File: src/include/event_capture_timer_defs.vh
// Constants for the event capture timer: offsets, fields, resets, counts.
// Assumes a 32-bit classic Wishbone slave decoding full byte addresses.
`ifndef EVENT_CAPTURE_TIMER_DEFS_VH
`define EVENT_CAPTURE_TIMER_DEFS_VH

`define ADR_RELOAD 32'hffff0380
`define ADR_COUNT 32'hffff0384
`define ADR_CONTROL 32'hffff0388
`define ADR_IRQ_CLEAR 32'hffff038c
`define ADR_SNAPSHOT 32'hffff0390
`define ADR_STATUS 32'hffff0394
`define ADR_MASK 32'hffff0398

`define CTL_PRE_LSB 0
`define CTL_PRE_MSB 3
`define CTL_PERIODIC 6
`define CTL_ENABLE 7
`define CTL_UP 8
`define CTL_CLKSEL 9
`define CTL_SRC_LSB 12
`define CTL_SRC_MSB 16
`define CTL_CAP_EN 17
`define CTL_WMASK 32'h0003f3cf

`define PRE_DIV1 4'h0
`define PRE_DIV16 4'h4
`define PRE_DIV256 4'h8
`define PRE_DIV32768 4'hf
`define LIM_DIV1 15'h0000
`define LIM_DIV16 15'h000f
`define LIM_DIV256 15'h00ff
`define LIM_DIV32768 15'h7fff

`define RST_RELOAD 16'h0000
`define RST_COUNT 16'hffff
`define RST_CONTROL 32'h00000000
`define RST_SNAPSHOT 16'h0000
`define CNT_MIN 16'h0000
`define CNT_MAX 16'hffff

`define NUM_SRC 18
`define SRC_LAST 5'h11

`define ST_TIMEOUT 0
`define ST_CAPTURE 1
`define ST_WIDTH 2

`endif

File: src/rtl/event_capture_timer.v
// General event counter: 16-bit up/down timer, prescaler, event snapshot.
// Assumes a classic Wishbone master and inputs synchronous to clk_i.
//
// The Wishbone interface to the registers was decided locally.
`timescale 1ns/1ps
`include "event_capture_timer_defs.vh"

module event_capture_timer (
    input wire clk_i,
    input wire rst_i,
    input wire wb_cyc_i,
    input wire wb_stb_i,
    input wire wb_we_i,
    input wire [31:0] wb_adr_i,
    input wire [3:0] wb_sel_i,
    input wire [31:0] wb_dat_i,
    output reg [31:0] wb_dat_o,
    output reg wb_ack_o,
    input wire lp_osc_i,
    input wire [17:0] irq_src_i,
    output reg irq_o,
    output reg tick_o
);

reg [15:0] reload_value;
reg [15:0] live_count;
reg [31:0] control;
reg [15:0] snapshot;
wire [1:0] status;
reg [1:0] mask;
reg [14:0] pre_count;
wire lp_edge;
wire [17:0] src_edges;
wire [31:0] ctl_merged;
wire [15:0] rel_merged;

reg [14:0] pre_limit;
reg [31:0] next_rdata;
reg [31:0] next_control;
reg [15:0] next_reload;
reg [15:0] next_count;

wire access = wb_cyc_i & wb_stb_i & ~wb_ack_o;
wire wr = access & wb_we_i;
wire rd_hit = access & ~wb_we_i;
wire wr_reload = wr & (wb_adr_i == `ADR_RELOAD);
wire wr_control = wr & (wb_adr_i == `ADR_CONTROL);
wire wr_clear = wr & (wb_adr_i == `ADR_IRQ_CLEAR);
wire wr_status = wr & (wb_adr_i == `ADR_STATUS) & wb_sel_i[0];
wire wr_mask = wr & (wb_adr_i == `ADR_MASK) & wb_sel_i[0];

wire [3:0] pre_sel = control[`CTL_PRE_MSB:`CTL_PRE_LSB];
wire [4:0] src_sel = control[`CTL_SRC_MSB:`CTL_SRC_LSB];
wire count_up = control[`CTL_UP];
wire periodic = control[`CTL_PERIODIC];
wire enable = control[`CTL_ENABLE];

// Oscillator edge as an enable; core clock source ticks every cycle
// Oscillator is slow against clk_i, so one edge gives exactly one tick
rise_detect #(
    .WIDTH(1)
) i_lp_edge (
    .clk_i(clk_i),
    .rst_i(rst_i),
    .level_i(lp_osc_i),
    .rise_o(lp_edge)
);

wire src_tick = control[`CTL_CLKSEL] ? lp_edge : 1'b1;

wire step = enable & src_tick & (pre_count == pre_limit);
wire at_end = count_up ? (live_count == `CNT_MAX) : (live_count == `CNT_MIN);
wire terminal = step & at_end;

// Edges found on every line, so a selector change cannot fake one
rise_detect #(
    .WIDTH(18)
) i_src_edge (
    .clk_i(clk_i),
    .rst_i(rst_i),
    .level_i(irq_src_i),
    .rise_o(src_edges)
);

// Out-of-range selections never capture
wire src_valid = (src_sel <= `SRC_LAST);
wire src_rise = src_valid & src_edges[src_sel];
wire capture = control[`CTL_CAP_EN] & src_rise;

// Unlisted codes fall back to divide by one
always @* begin
    case (pre_sel)
        `PRE_DIV1: pre_limit = `LIM_DIV1;
        `PRE_DIV16: pre_limit = `LIM_DIV16;
        `PRE_DIV256: pre_limit = `LIM_DIV256;
        `PRE_DIV32768: pre_limit = `LIM_DIV32768;
        default: pre_limit = `LIM_DIV1;
    endcase
end

// Byte enables honoured per lane; untouched lanes keep their old value
byte_lane #(
    .WIDTH(8)
) i_ctl_b0 (
    .sel_i(wb_sel_i[0]),
    .old_i(control[7:0]),
    .new_i(wb_dat_i[7:0]),
    .merged_o(ctl_merged[7:0])
);

byte_lane #(
    .WIDTH(8)
) i_ctl_b1 (
    .sel_i(wb_sel_i[1]),
    .old_i(control[15:8]),
    .new_i(wb_dat_i[15:8]),
    .merged_o(ctl_merged[15:8])
);

byte_lane #(
    .WIDTH(8)
) i_ctl_b2 (
    .sel_i(wb_sel_i[2]),
    .old_i(control[23:16]),
    .new_i(wb_dat_i[23:16]),
    .merged_o(ctl_merged[23:16])
);

byte_lane #(
    .WIDTH(8)
) i_ctl_b3 (
    .sel_i(wb_sel_i[3]),
    .old_i(control[31:24]),
    .new_i(wb_dat_i[31:24]),
    .merged_o(ctl_merged[31:24])
);

byte_lane #(
    .WIDTH(8)
) i_rel_b0 (
    .sel_i(wb_sel_i[0]),
    .old_i(reload_value[7:0]),
    .new_i(wb_dat_i[7:0]),
    .merged_o(rel_merged[7:0])
);

byte_lane #(
    .WIDTH(8)
) i_rel_b1 (
    .sel_i(wb_sel_i[1]),
    .old_i(reload_value[15:8]),
    .new_i(wb_dat_i[15:8]),
    .merged_o(rel_merged[15:8])
);

// Reserved control bits read zero whatever is written
always @* begin
    next_control = ctl_merged & `CTL_WMASK;
end

always @* begin
    next_reload = rel_merged;
end

// Counter step: reload in periodic mode, wrap when free-running
always @* begin
    next_count = live_count;
    if (step) begin
        if (at_end) begin
            if (periodic) begin
                next_count = reload_value;
            end else if (count_up) begin
                next_count = `CNT_MIN;
            end else begin
                next_count = `CNT_MAX;
            end
        end else if (count_up) begin
            next_count = live_count + 16'h0001;
        end else begin
            next_count = live_count - 16'h0001;
        end
    end
end

always @* begin
    case (wb_adr_i)
        `ADR_RELOAD: next_rdata = {16'h0000, reload_value};
        `ADR_COUNT: next_rdata = {16'h0000, live_count};
        `ADR_CONTROL: next_rdata = control;
        `ADR_SNAPSHOT: next_rdata = {16'h0000, snapshot};
        `ADR_STATUS: next_rdata = {30'h00000000, status};
        `ADR_MASK: next_rdata = {30'h00000000, mask};
        default: next_rdata = 32'h00000000;
    endcase
end

// Bus slave: one wait-free ack per request, unmapped reads return zero
always @(posedge clk_i) begin
    if (rst_i) begin
        wb_ack_o <= 1'b0;
        wb_dat_o <= 32'h00000000;
    end else begin
        wb_ack_o <= access;
        if (rd_hit) begin
            wb_dat_o <= next_rdata;
        end
    end
end

always @(posedge clk_i) begin
    if (rst_i) begin
        control <= `RST_CONTROL;
        reload_value <= `RST_RELOAD;
    end else begin
        if (wr_control) begin
            control <= next_control;
        end
        if (wr_reload) begin
            reload_value <= next_reload;
        end
    end
end

// Prescaler restarts on each step so the divide ratio is exact
always @(posedge clk_i) begin
    if (rst_i) begin
        pre_count <= 15'h0000;
    end else begin
        if (!enable || wr_control) begin
            pre_count <= 15'h0000;
        end else if (src_tick) begin
            if (pre_count >= pre_limit) begin
                pre_count <= 15'h0000;
            end else begin
                pre_count <= pre_count + 15'h0001;
            end
        end
    end
end

// A reload write also loads the counter; bus writes to it are ignored
always @(posedge clk_i) begin
    if (rst_i) begin
        live_count <= `RST_COUNT;
    end else if (wr_reload) begin
        live_count <= next_reload;
    end else begin
        live_count <= next_count;
    end
end

// Snapshot never touches the counter; only edges of the source count
always @(posedge clk_i) begin
    if (rst_i) begin
        snapshot <= `RST_SNAPSHOT;
    end else begin
        if (capture) begin
            snapshot <= live_count;
        end
    end
end

// Mask holds which status bits may drive the interrupt
always @(posedge clk_i) begin
    if (rst_i) begin
        mask <= 2'b00;
    end else if (wr_mask) begin
        mask <= wb_dat_i[1:0];
    end
end

// Timeout bit clears on any clear-register write or a W1C of bit 0
sticky_bit i_st_timeout (
    .clk_i(clk_i),
    .rst_i(rst_i),
    .set_i(terminal),
    .clr_i(wr_clear | (wr_status & wb_dat_i[`ST_TIMEOUT])),
    .flag_o(status[`ST_TIMEOUT])
);

sticky_bit i_st_capture (
    .clk_i(clk_i),
    .rst_i(rst_i),
    .set_i(capture),
    .clr_i(wr_status & wb_dat_i[`ST_CAPTURE]),
    .flag_o(status[`ST_CAPTURE])
);

// Outputs registered; irq lags its status bit by one cycle
always @(posedge clk_i) begin
    if (rst_i) begin
        irq_o <= 1'b0;
        tick_o <= 1'b0;
    end else begin
        irq_o <= |(status & mask);
        tick_o <= step;
    end
end

endmodule

// One sticky status bit: a new event wins over a clear in the same cycle
// Losing an event to a racing clear would hide it from software for good
module sticky_bit (
    input wire clk_i,
    input wire rst_i,
    input wire set_i,
    input wire clr_i,
    output reg flag_o
);

always @(posedge clk_i) begin
    if (rst_i) begin
        flag_o <= 1'b0;
    end else if (set_i) begin
        flag_o <= 1'b1;
    end else if (clr_i) begin
        flag_o <= 1'b0;
    end
end

endmodule

// Registered copy of a level; a rising edge shows as one cycle high
module rise_detect #(
    parameter WIDTH = 1
) (
    input wire clk_i,
    input wire rst_i,
    input wire [WIDTH-1:0] level_i,
    output wire [WIDTH-1:0] rise_o
);

reg [WIDTH-1:0] prev;

// Reset to the idle low level so no false edge follows reset
always @(posedge clk_i) begin
    if (rst_i) begin
        prev <= {WIDTH{1'b0}};
    end else begin
        prev <= level_i;
    end
end

assign rise_o = level_i & ~prev;

endmodule

// One byte lane of a bus write: enabled lanes take the new data
module byte_lane #(
    parameter WIDTH = 8
) (
    input wire sel_i,
    input wire [WIDTH-1:0] old_i,
    input wire [WIDTH-1:0] new_i,
    output wire [WIDTH-1:0] merged_o
);

assign merged_o = sel_i ? new_i : old_i;

endmodule

File: config.mk
export PLATFORM = sky130hd
export DESIGN_NAME = event_capture_timer
export DESIGN_NICKNAME = d
export VERILOG_FILES = /design/src/rtl/event_capture_timer.v
export VERILOG_INCLUDE_DIRS = /design/src /design/src/include
export SDC_FILE = /design/constraint.sdc
export NUM_CORES = 1
export LEC_CHECK = 0
export ABC_AREA = 1
export BUFFER_PORTS_ARGS = -buffer_cell sky130_fd_sc_hd__buf_4
export CORE_ASPECT_RATIO = 1.2
export CORE_MARGIN = 2
export CORE_UTILIZATION = 60
export DETAILED_ROUTE_END_ITERATION = 12
export PLACE_DENSITY_LB_ADDON = 0.05
export RECOVER_POWER = 100
export SLEW_MARGIN = 20
export SYNTH_ARGS = -nofsm -noshare
export SYNTH_HDL_FRONTEND = slang
export SYNTH_SLANG_ARGS = --single-unit
File: constraint.sdc
create_clock -name clk_i -period 4.6 [get_ports clk_i]
set_input_delay 0.23 -clock clk_i [delete_from_list [all_inputs] [get_ports clk_i]]
set_output_delay 0.23 -clock clk_i [all_outputs]
set_load 0.05 [all_outputs]
# Word level (Yosys, flattened, before mapping)
# Cells that the tools add are included.
[totals]
register_bits = 135
out_inout_bits = 35
[op_classes]
n_addsub = 3
eq_ne = 12
muxes = 19
bitwise_logic = 26
magnitude_cmp = 3
n_reduce_logical = 11
[op_table]
columns = ["op", "count"]
rows = [
  ["32-bit == test (second input constant)", 7],
  ["18-bit one-hot mux with 6 select lines", 1],
  ["16-bit two-way mux", 6],
  ["15-bit one-hot mux with 3 select lines", 1],
  ["1-bit bitwise AND", 19],
  ["18-bit bitwise AND", 1],
  ["18-bit inverter", 1],
  ["16-bit by 1-bit adder with 16-bit output (second input constant)", 1],
  ["16-bit == test (second input constant)", 1],
  ["16-bit zero test", 1],
  ["8-bit two-way mux", 2],
  ["16-bit by 1-bit subtractor with 16-bit output (second input constant)", 1],
  ["15-bit by 1-bit adder with 15-bit output (second input constant)", 1],
  ["15-bit == test", 1],
  ["15-bit greater-or-equal comparator", 1],
  ["15-bit two-way mux", 1],
  ["4-bit == test (second input constant)", 2],
  ["1-bit two-way mux", 7],
  ["5-bit by 6-bit < comparator with 1-bit output (second input constant)", 1],
  ["2-bit AND reduction", 3],
  ["2-bit nonzero test", 3],
  ["1-bit binary-select mux with 5-bit select", 1],
  ["5-bit <= comparator (second input constant)", 1],
  ["4-bit by 3-bit == test with 1-bit output (second input constant)", 1],
  ["other kinds (6)", 9],
]

# Depth between registers and ports, before layout
[depth]
ltp_word = 9
depth_mapped = 17
mapped_depth_nobuf = 17

# Cells and area by module
# From an unflattened synthesis, not the netlist that was laid out.
[hier_totals]
cells_unflattened = 1320
hier_area_um2 = 7957.6
[modules_own_cells]
columns = ["module", "cells_per_inst", "area_each_um2", "instances"]
rows = [
  ["event_capture_timer", 1102, 6731.5, 1],
  ["rise_detect (i_src_edge)", 74, 589.3, 1],
  ["byte_lane", 26, 105.1, 5],
  ["sticky_bit", 5, 40.0, 2],
  ["rise_detect (i_lp_edge)", 4, 31.3, 1],
]

# Least setup slack after synthesis
# Ideal clock, no wire load.
[synth_timing]
path_kind = "register to register"
startpoint = "register control[2]"
endpoint = "register pre_count[11]"
arrival_time_ns = 2.031
path_stages_with_launch = 17
synth_period_minus_slack_ns = 2.151
n_path_buf = 1
slack_ns = 2.449
required_ns = 4.480
setup_time_ns = 0.120
path_cell_list = "dfxtp_1 -> inv_1 -> nor3_1 -> inv_1 -> nand2_1 -> inv_1 -> ha_1 -> nand2_1 -> nor2_1 -> nand4_1 -> inv_1 -> nand2_1 -> nand3_1 -> nand2_1 -> nand2_1 -> buf_2 -> nor3_1"
[synth_between]
elab_chain_cells = 4
[synth_lines]
columns = ["element", "line_no", "rtl"]
rows = [
  ["start, declared", "event_capture_timer.v:27", "reg [31:0] control;"],
  ["start signal, assigned", "event_capture_timer.v:212", "control <= `RST_CONTROL;"],
  ["start signal, assigned", "event_capture_timer.v:216", "control <= next_control;"],
  ["4-bit == test / 4-bit by 3-bit == test with 1-bit output (equally long branches)", "event_capture_timer.v:92", "case (pre_sel)"],
  ["15-bit one-hot mux with 3 select lines (*)", "event_capture_timer.v:92", ""],
  ["15-bit greater-or-equal comparator (*)", "event_capture_timer.v:232", "if (pre_count >= pre_limit) begin"],
  ["15-bit two-way mux (*)", "event_capture_timer.v:232", ""],
  ["end signal, assigned", "event_capture_timer.v:235", "pre_count <= pre_count + 15'h0001;"],
  ["end, declared", "event_capture_timer.v:31", "reg [14:0] pre_count;"],
]
# Every way passes the cells marked *; elsewhere a longest branch is shown, timed or not.
# A chain may end at the register's enable or synchronous reset.

# Worst setup path in the final report
[layout_timing]
startpoint = "input wb_adr_i[17]"
endpoint = "register pre_count[14]"
[layout_between]
elab_chain_cells = 4
[layout_lines]
columns = ["element", "line_no", "rtl"]
rows = [
  ["start, declared", "event_capture_timer.v:14", "input wire [31:0] wb_adr_i,"],
  ["32-bit == test", "--", ""],
  ["1-bit bitwise AND", "event_capture_timer.v:47", "wire wr_control = wr & (wb_adr_i == `ADR_CONTROL);"],
  ["1-bit logical OR", "event_capture_timer.v:229", "if (!enable || wr_control) begin"],
  ["2-bit OR reduction (no source line)", "--", ""],
]
# Every way passes these cells.

==> key figures <==
Power and ir drop
  • Power density normalized to cell area: 302.6 nW/um^2
  • Switching share of power: 0.2232
  • Total power consumption of the routed design: 2.640 mW
  • Largest vdd supply drop: 229.3 uV
  • Static power due to leakage: 4.019 nW
  • Clock network fraction of design power: 0.537
  • Logic gate share of total power: 0.061
  • Share of power burned in registers: 0.402
  • Cell internal power dissipation: 2.051 mW
  • Switching power of the nets: 0.5893 mW

Timing
  • Pins Over Slew Limit: 59
  • Share of the clock period used by the worst path after layout: 0.6987
  • RSZ-0062 raised after global routing: false
  • Worst slew margin: -0.7173
  • Post-route clock skew: 0.006342 ns
  • Max frequency: 311.1 MHz
  • Final critical path time including I/O delays and setup: 3.214 ns
  • Slew at the pin with the worst max-slew slack: 2.576 ns
  • Hold Violations, Final: 0
  • Total Negative Setup Slacks: 0 ns
  • Number of setup violations in the final report: 0

Global route
  • Total grt overflow: 0
  • First-pass GRT wire length: 34750 um
  • Antenna violations before repair: 0
  • GRT Overall Usage: 0.3215
  • Via count of the first global-routing pass: 7388
  • Maximum number of pins on one net before global-route repair: 59

CTS
  • Post-CTS setup buffers: 0
  • Post-cts sizing count: 0
  • CTS Root Cell: sky130_fd_sc_hd__clkbuf_16
  • TritonCTS Buffers: 17
  • Cts-stage hold buffer count: 0
  • Clock tree from TritonCTS: done
  • Clock Latency Late Sink: 0.42 ns
  • Max H-tree Level: 4
  • Reg clk slew, reported paths: 0.05 ns
  • Number of buffers between clock root and the deepest sink: 2
  • Sink Count: 121

Floorplan
  • Die ar.: 13330 um^2
  • Initial Util: 0.6153
  • Die boundary width: 105.7 um
  • Site Rows: 44
  • Number of placed I/O pins: 127
  • Vertical die dimension: 126.1 um
  • Area of the placeable core: 12110 um^2

Detailed routing
  • Total detailed-routing wirelength: 21230 um
  • Vias: 7946
  • Remaining DRCs: 0
  • Final ANT Viol Nets: 0
  • Iteration-0 DRC count of the detailed router: 601
  • Number of iterations in the first detailed-routing pass: 6
  • Avg WL per Cell: 14.63 um
  • Average via count per standard cell: 5.476

Outcome
  • Violations in the final reports: capacitance limit, slew limit
  • Run status: finished with violations

Critical path
  • CP Capture Type: flop
  • Arrival time of data at the critical path endpoint: 3.50 ns
  • Critical path class: primary input to flop
  • Critical path startpoint category: primary input
  • Crit path required time: 4.88 ns
  • Largest fanout on the critical path: 26

Place
  • Cells after DPL: 1419
  • Number of port buffers: 97
  • Final estimated routing congestion in global placement: 0.9429
  • Dpl hpwl: 15480 um

Final layout
  • Final #Nets: 1400
  • Filler Cell Count: 1107
  • Antenna diode count: 0
  • Area delta synth->final: 17.08%
  • Share of layout cells above drive strength 1: 0.09147
  • Layout Cells excl Fill: 1451

Logic synthesis
  • Post-synthesis cell count: 1190
  • Top FF cell, synth: sky130_fd_sc_hd__dfxtp_1
  • Post-synth EDFFs: 0
  • Post-synthesis async set-or-reset flop share: 0
  • Number of synthesized register bits: 121
  • Number of distinct library cells after synthesis: 42
  • Number of warning messages in the yosys log: 0
  • Average size of a mapped cell: 6.262 um^2
  • Share of synthesized area occupied by flip-flops and latches: 0.3251
  • Synth Cell Area: 7452 um^2

Hold path
  • Worst hold-check path type: primary input to flop

Flow run
  • Total of max-cap violations: 1
-- final timing paths --
check,startpoint,cells after the start,to,slack [ns]
hold reg to reg,snapshot[15],2,snapshot[15],0.46
hold / removal,irq_src_i[5],3,i_src_edge.prev[5],0.02
setup / recovery,wb_adr_i[17],11,pre_count[14],1.39
setup reg to reg,control[12],7,snapshot[11],1.62
-- worst max-delay path: stages --
cell and delay, ns:
sky130_fd_sc_hd__buf_4 0.09, sky130_fd_sc_hd__nand2_1 0.05, sky130_fd_sc_hd__nor2_1 0.09, sky130_fd_sc_hd__nand2_1 0.06, sky130_fd_sc_hd__nor2_1 0.74, sky130_fd_sc_hd__clkbuf_1 0.88
sky130_fd_sc_hd__nand2_1 0.20, sky130_fd_sc_hd__nor2_1 0.40, sky130_fd_sc_hd__nor3_1 0.14, sky130_fd_sc_hd__nand2_1 0.52, sky130_fd_sc_hd__a21oi_1 0.09
-- metrics by stage --
step / worst slack (ns) / area (um^2) / hold WS, ns / util
2_1_floorplan: 2.449 / 7501 / 0.3370 / -
3_3_place_gp: 1.971 / 8223 / 0.4428 / 0.6789
3_5_place_dp: 1.932 / 8223 / 0.4491 / 0.6789
4_1_cts: 1.912 / 8853 / 0.01297 / 0.7310
5_1_grt: 1.072 / 8725 / 0.03904 / 0.7204
6_report: 1.386 / 8725 / 0.02068 / 0.7204
-- sequential cells by signal, indices dropped and copies added (netlist names), 2 cells and up --
| signal | count |
|---|---|
| wb_dat_o | 18 |
| live_count | 16 |
| reload_value | 16 |
| mask | 2 |
| i_src_edge.prev | 18 |
| pre_count | 15 |
| control | 14 |
| snapshot | 16 |
-- cell type report --
class,count,area (um^2),share of cell area
tap,161,201.4,0.02309
clock buffer,21,460.4,0.05278
clock inverter,11,170.2,0.01950
multi-input combinational,893,4262,0.4885
inverter,141,529.3,0.06066
timing repair buffer,103,679.4,0.07787
sequential,121,2422,0.2776
-- metal layers --
layer  global-route usage  share of wire
met5                    0              0
met4               0.1517          0.035
met3              0.05331          0.066
met2               0.5378           0.48
met1               0.4036           0.42
-- power by group through the flow --
stage / Combinational [mW] / Sequential, mW / Clock (mW)
3_3_place_gp: 0.158 / 1.08 / 0
6_report: 0.160 / 1.06 / 1.42
3_5_place_dp: 0.160 / 1.08 / 0
5_1_grt: 0.173 / 1.06 / 1.48
4_1_cts: 0.161 / 1.06 / 1.42
2_1_floorplan: 0.0892 / 1.09 / 0
-- cells in the mapped netlist, drive strengths merged (5+ instances only) --
master	instances	area, um^2
nand2	374	1416
inv	141	529.3
dfxtp	121	2422
nor2	114	440.4
a21oi	99	495.5
nand3	89	450.4
o21ai	74	381.6
buf	33	198.9
ha	30	375.4
nand4	30	187.7
nor3	25	146.4
clkbuf	15	56.30
xor2	9	78.83
o21a	5	37.54
-- cells in the final DEF (no fill, tap or decap), types with 2 or more instances in the layout --
cell and count:
sky130_fd_sc_hd__nand2_1 372, sky130_fd_sc_hd__inv_2 3, sky130_fd_sc_hd__a211oi_1 2, sky130_fd_sc_hd__clkbuf_1 27
sky130_fd_sc_hd__ha_1 30, sky130_fd_sc_hd__buf_4 76, sky130_fd_sc_hd__nor2_1 113, sky130_fd_sc_hd__nand4_1 30
sky130_fd_sc_hd__bufinv_16 4, sky130_fd_sc_hd__dfxtp_1 121, sky130_fd_sc_hd__and2_1 3, sky130_fd_sc_hd__clkbuf_16 17
sky130_fd_sc_hd__nand3b_1 4, sky130_fd_sc_hd__nor3_1 24, sky130_fd_sc_hd__a31oi_1 3, sky130_fd_sc_hd__inv_1 138
sky130_fd_sc_hd__clkbuf_4 2, sky130_fd_sc_hd__clkinv_4 2, sky130_fd_sc_hd__clkinvlp_4 3, sky130_fd_sc_hd__a21oi_1 99
sky130_fd_sc_hd__clkinv_2 2, sky130_fd_sc_hd__nand3_1 89, sky130_fd_sc_hd__conb_1 14, sky130_fd_sc_hd__o21a_1 5
sky130_fd_sc_hd__nand2_2 2, sky130_fd_sc_hd__a21o_1 4, sky130_fd_sc_hd__o21ai_0 73, sky130_fd_sc_hd__xor2_1 9
sky130_fd_sc_hd__o211ai_1 4, sky130_fd_sc_hd__clkbuf_8 2
-- logic make-up after synthesis --
group | count (synthesis) | synth area share
AO/OA/AOI/OAI | 195 | 0.1399
other | 1 | 0.0005032
AND/OR/NAND/NOR | 643 | 0.3645
XOR/XNOR | 10 | 0.01175
buffers and inverters | 189 | 0.1053
adder cells (fa/ha/maj) | 31 | 0.05306
flip-flops | 121 | 0.3250
No activity file was read; power rests on OpenSTA's default activity.
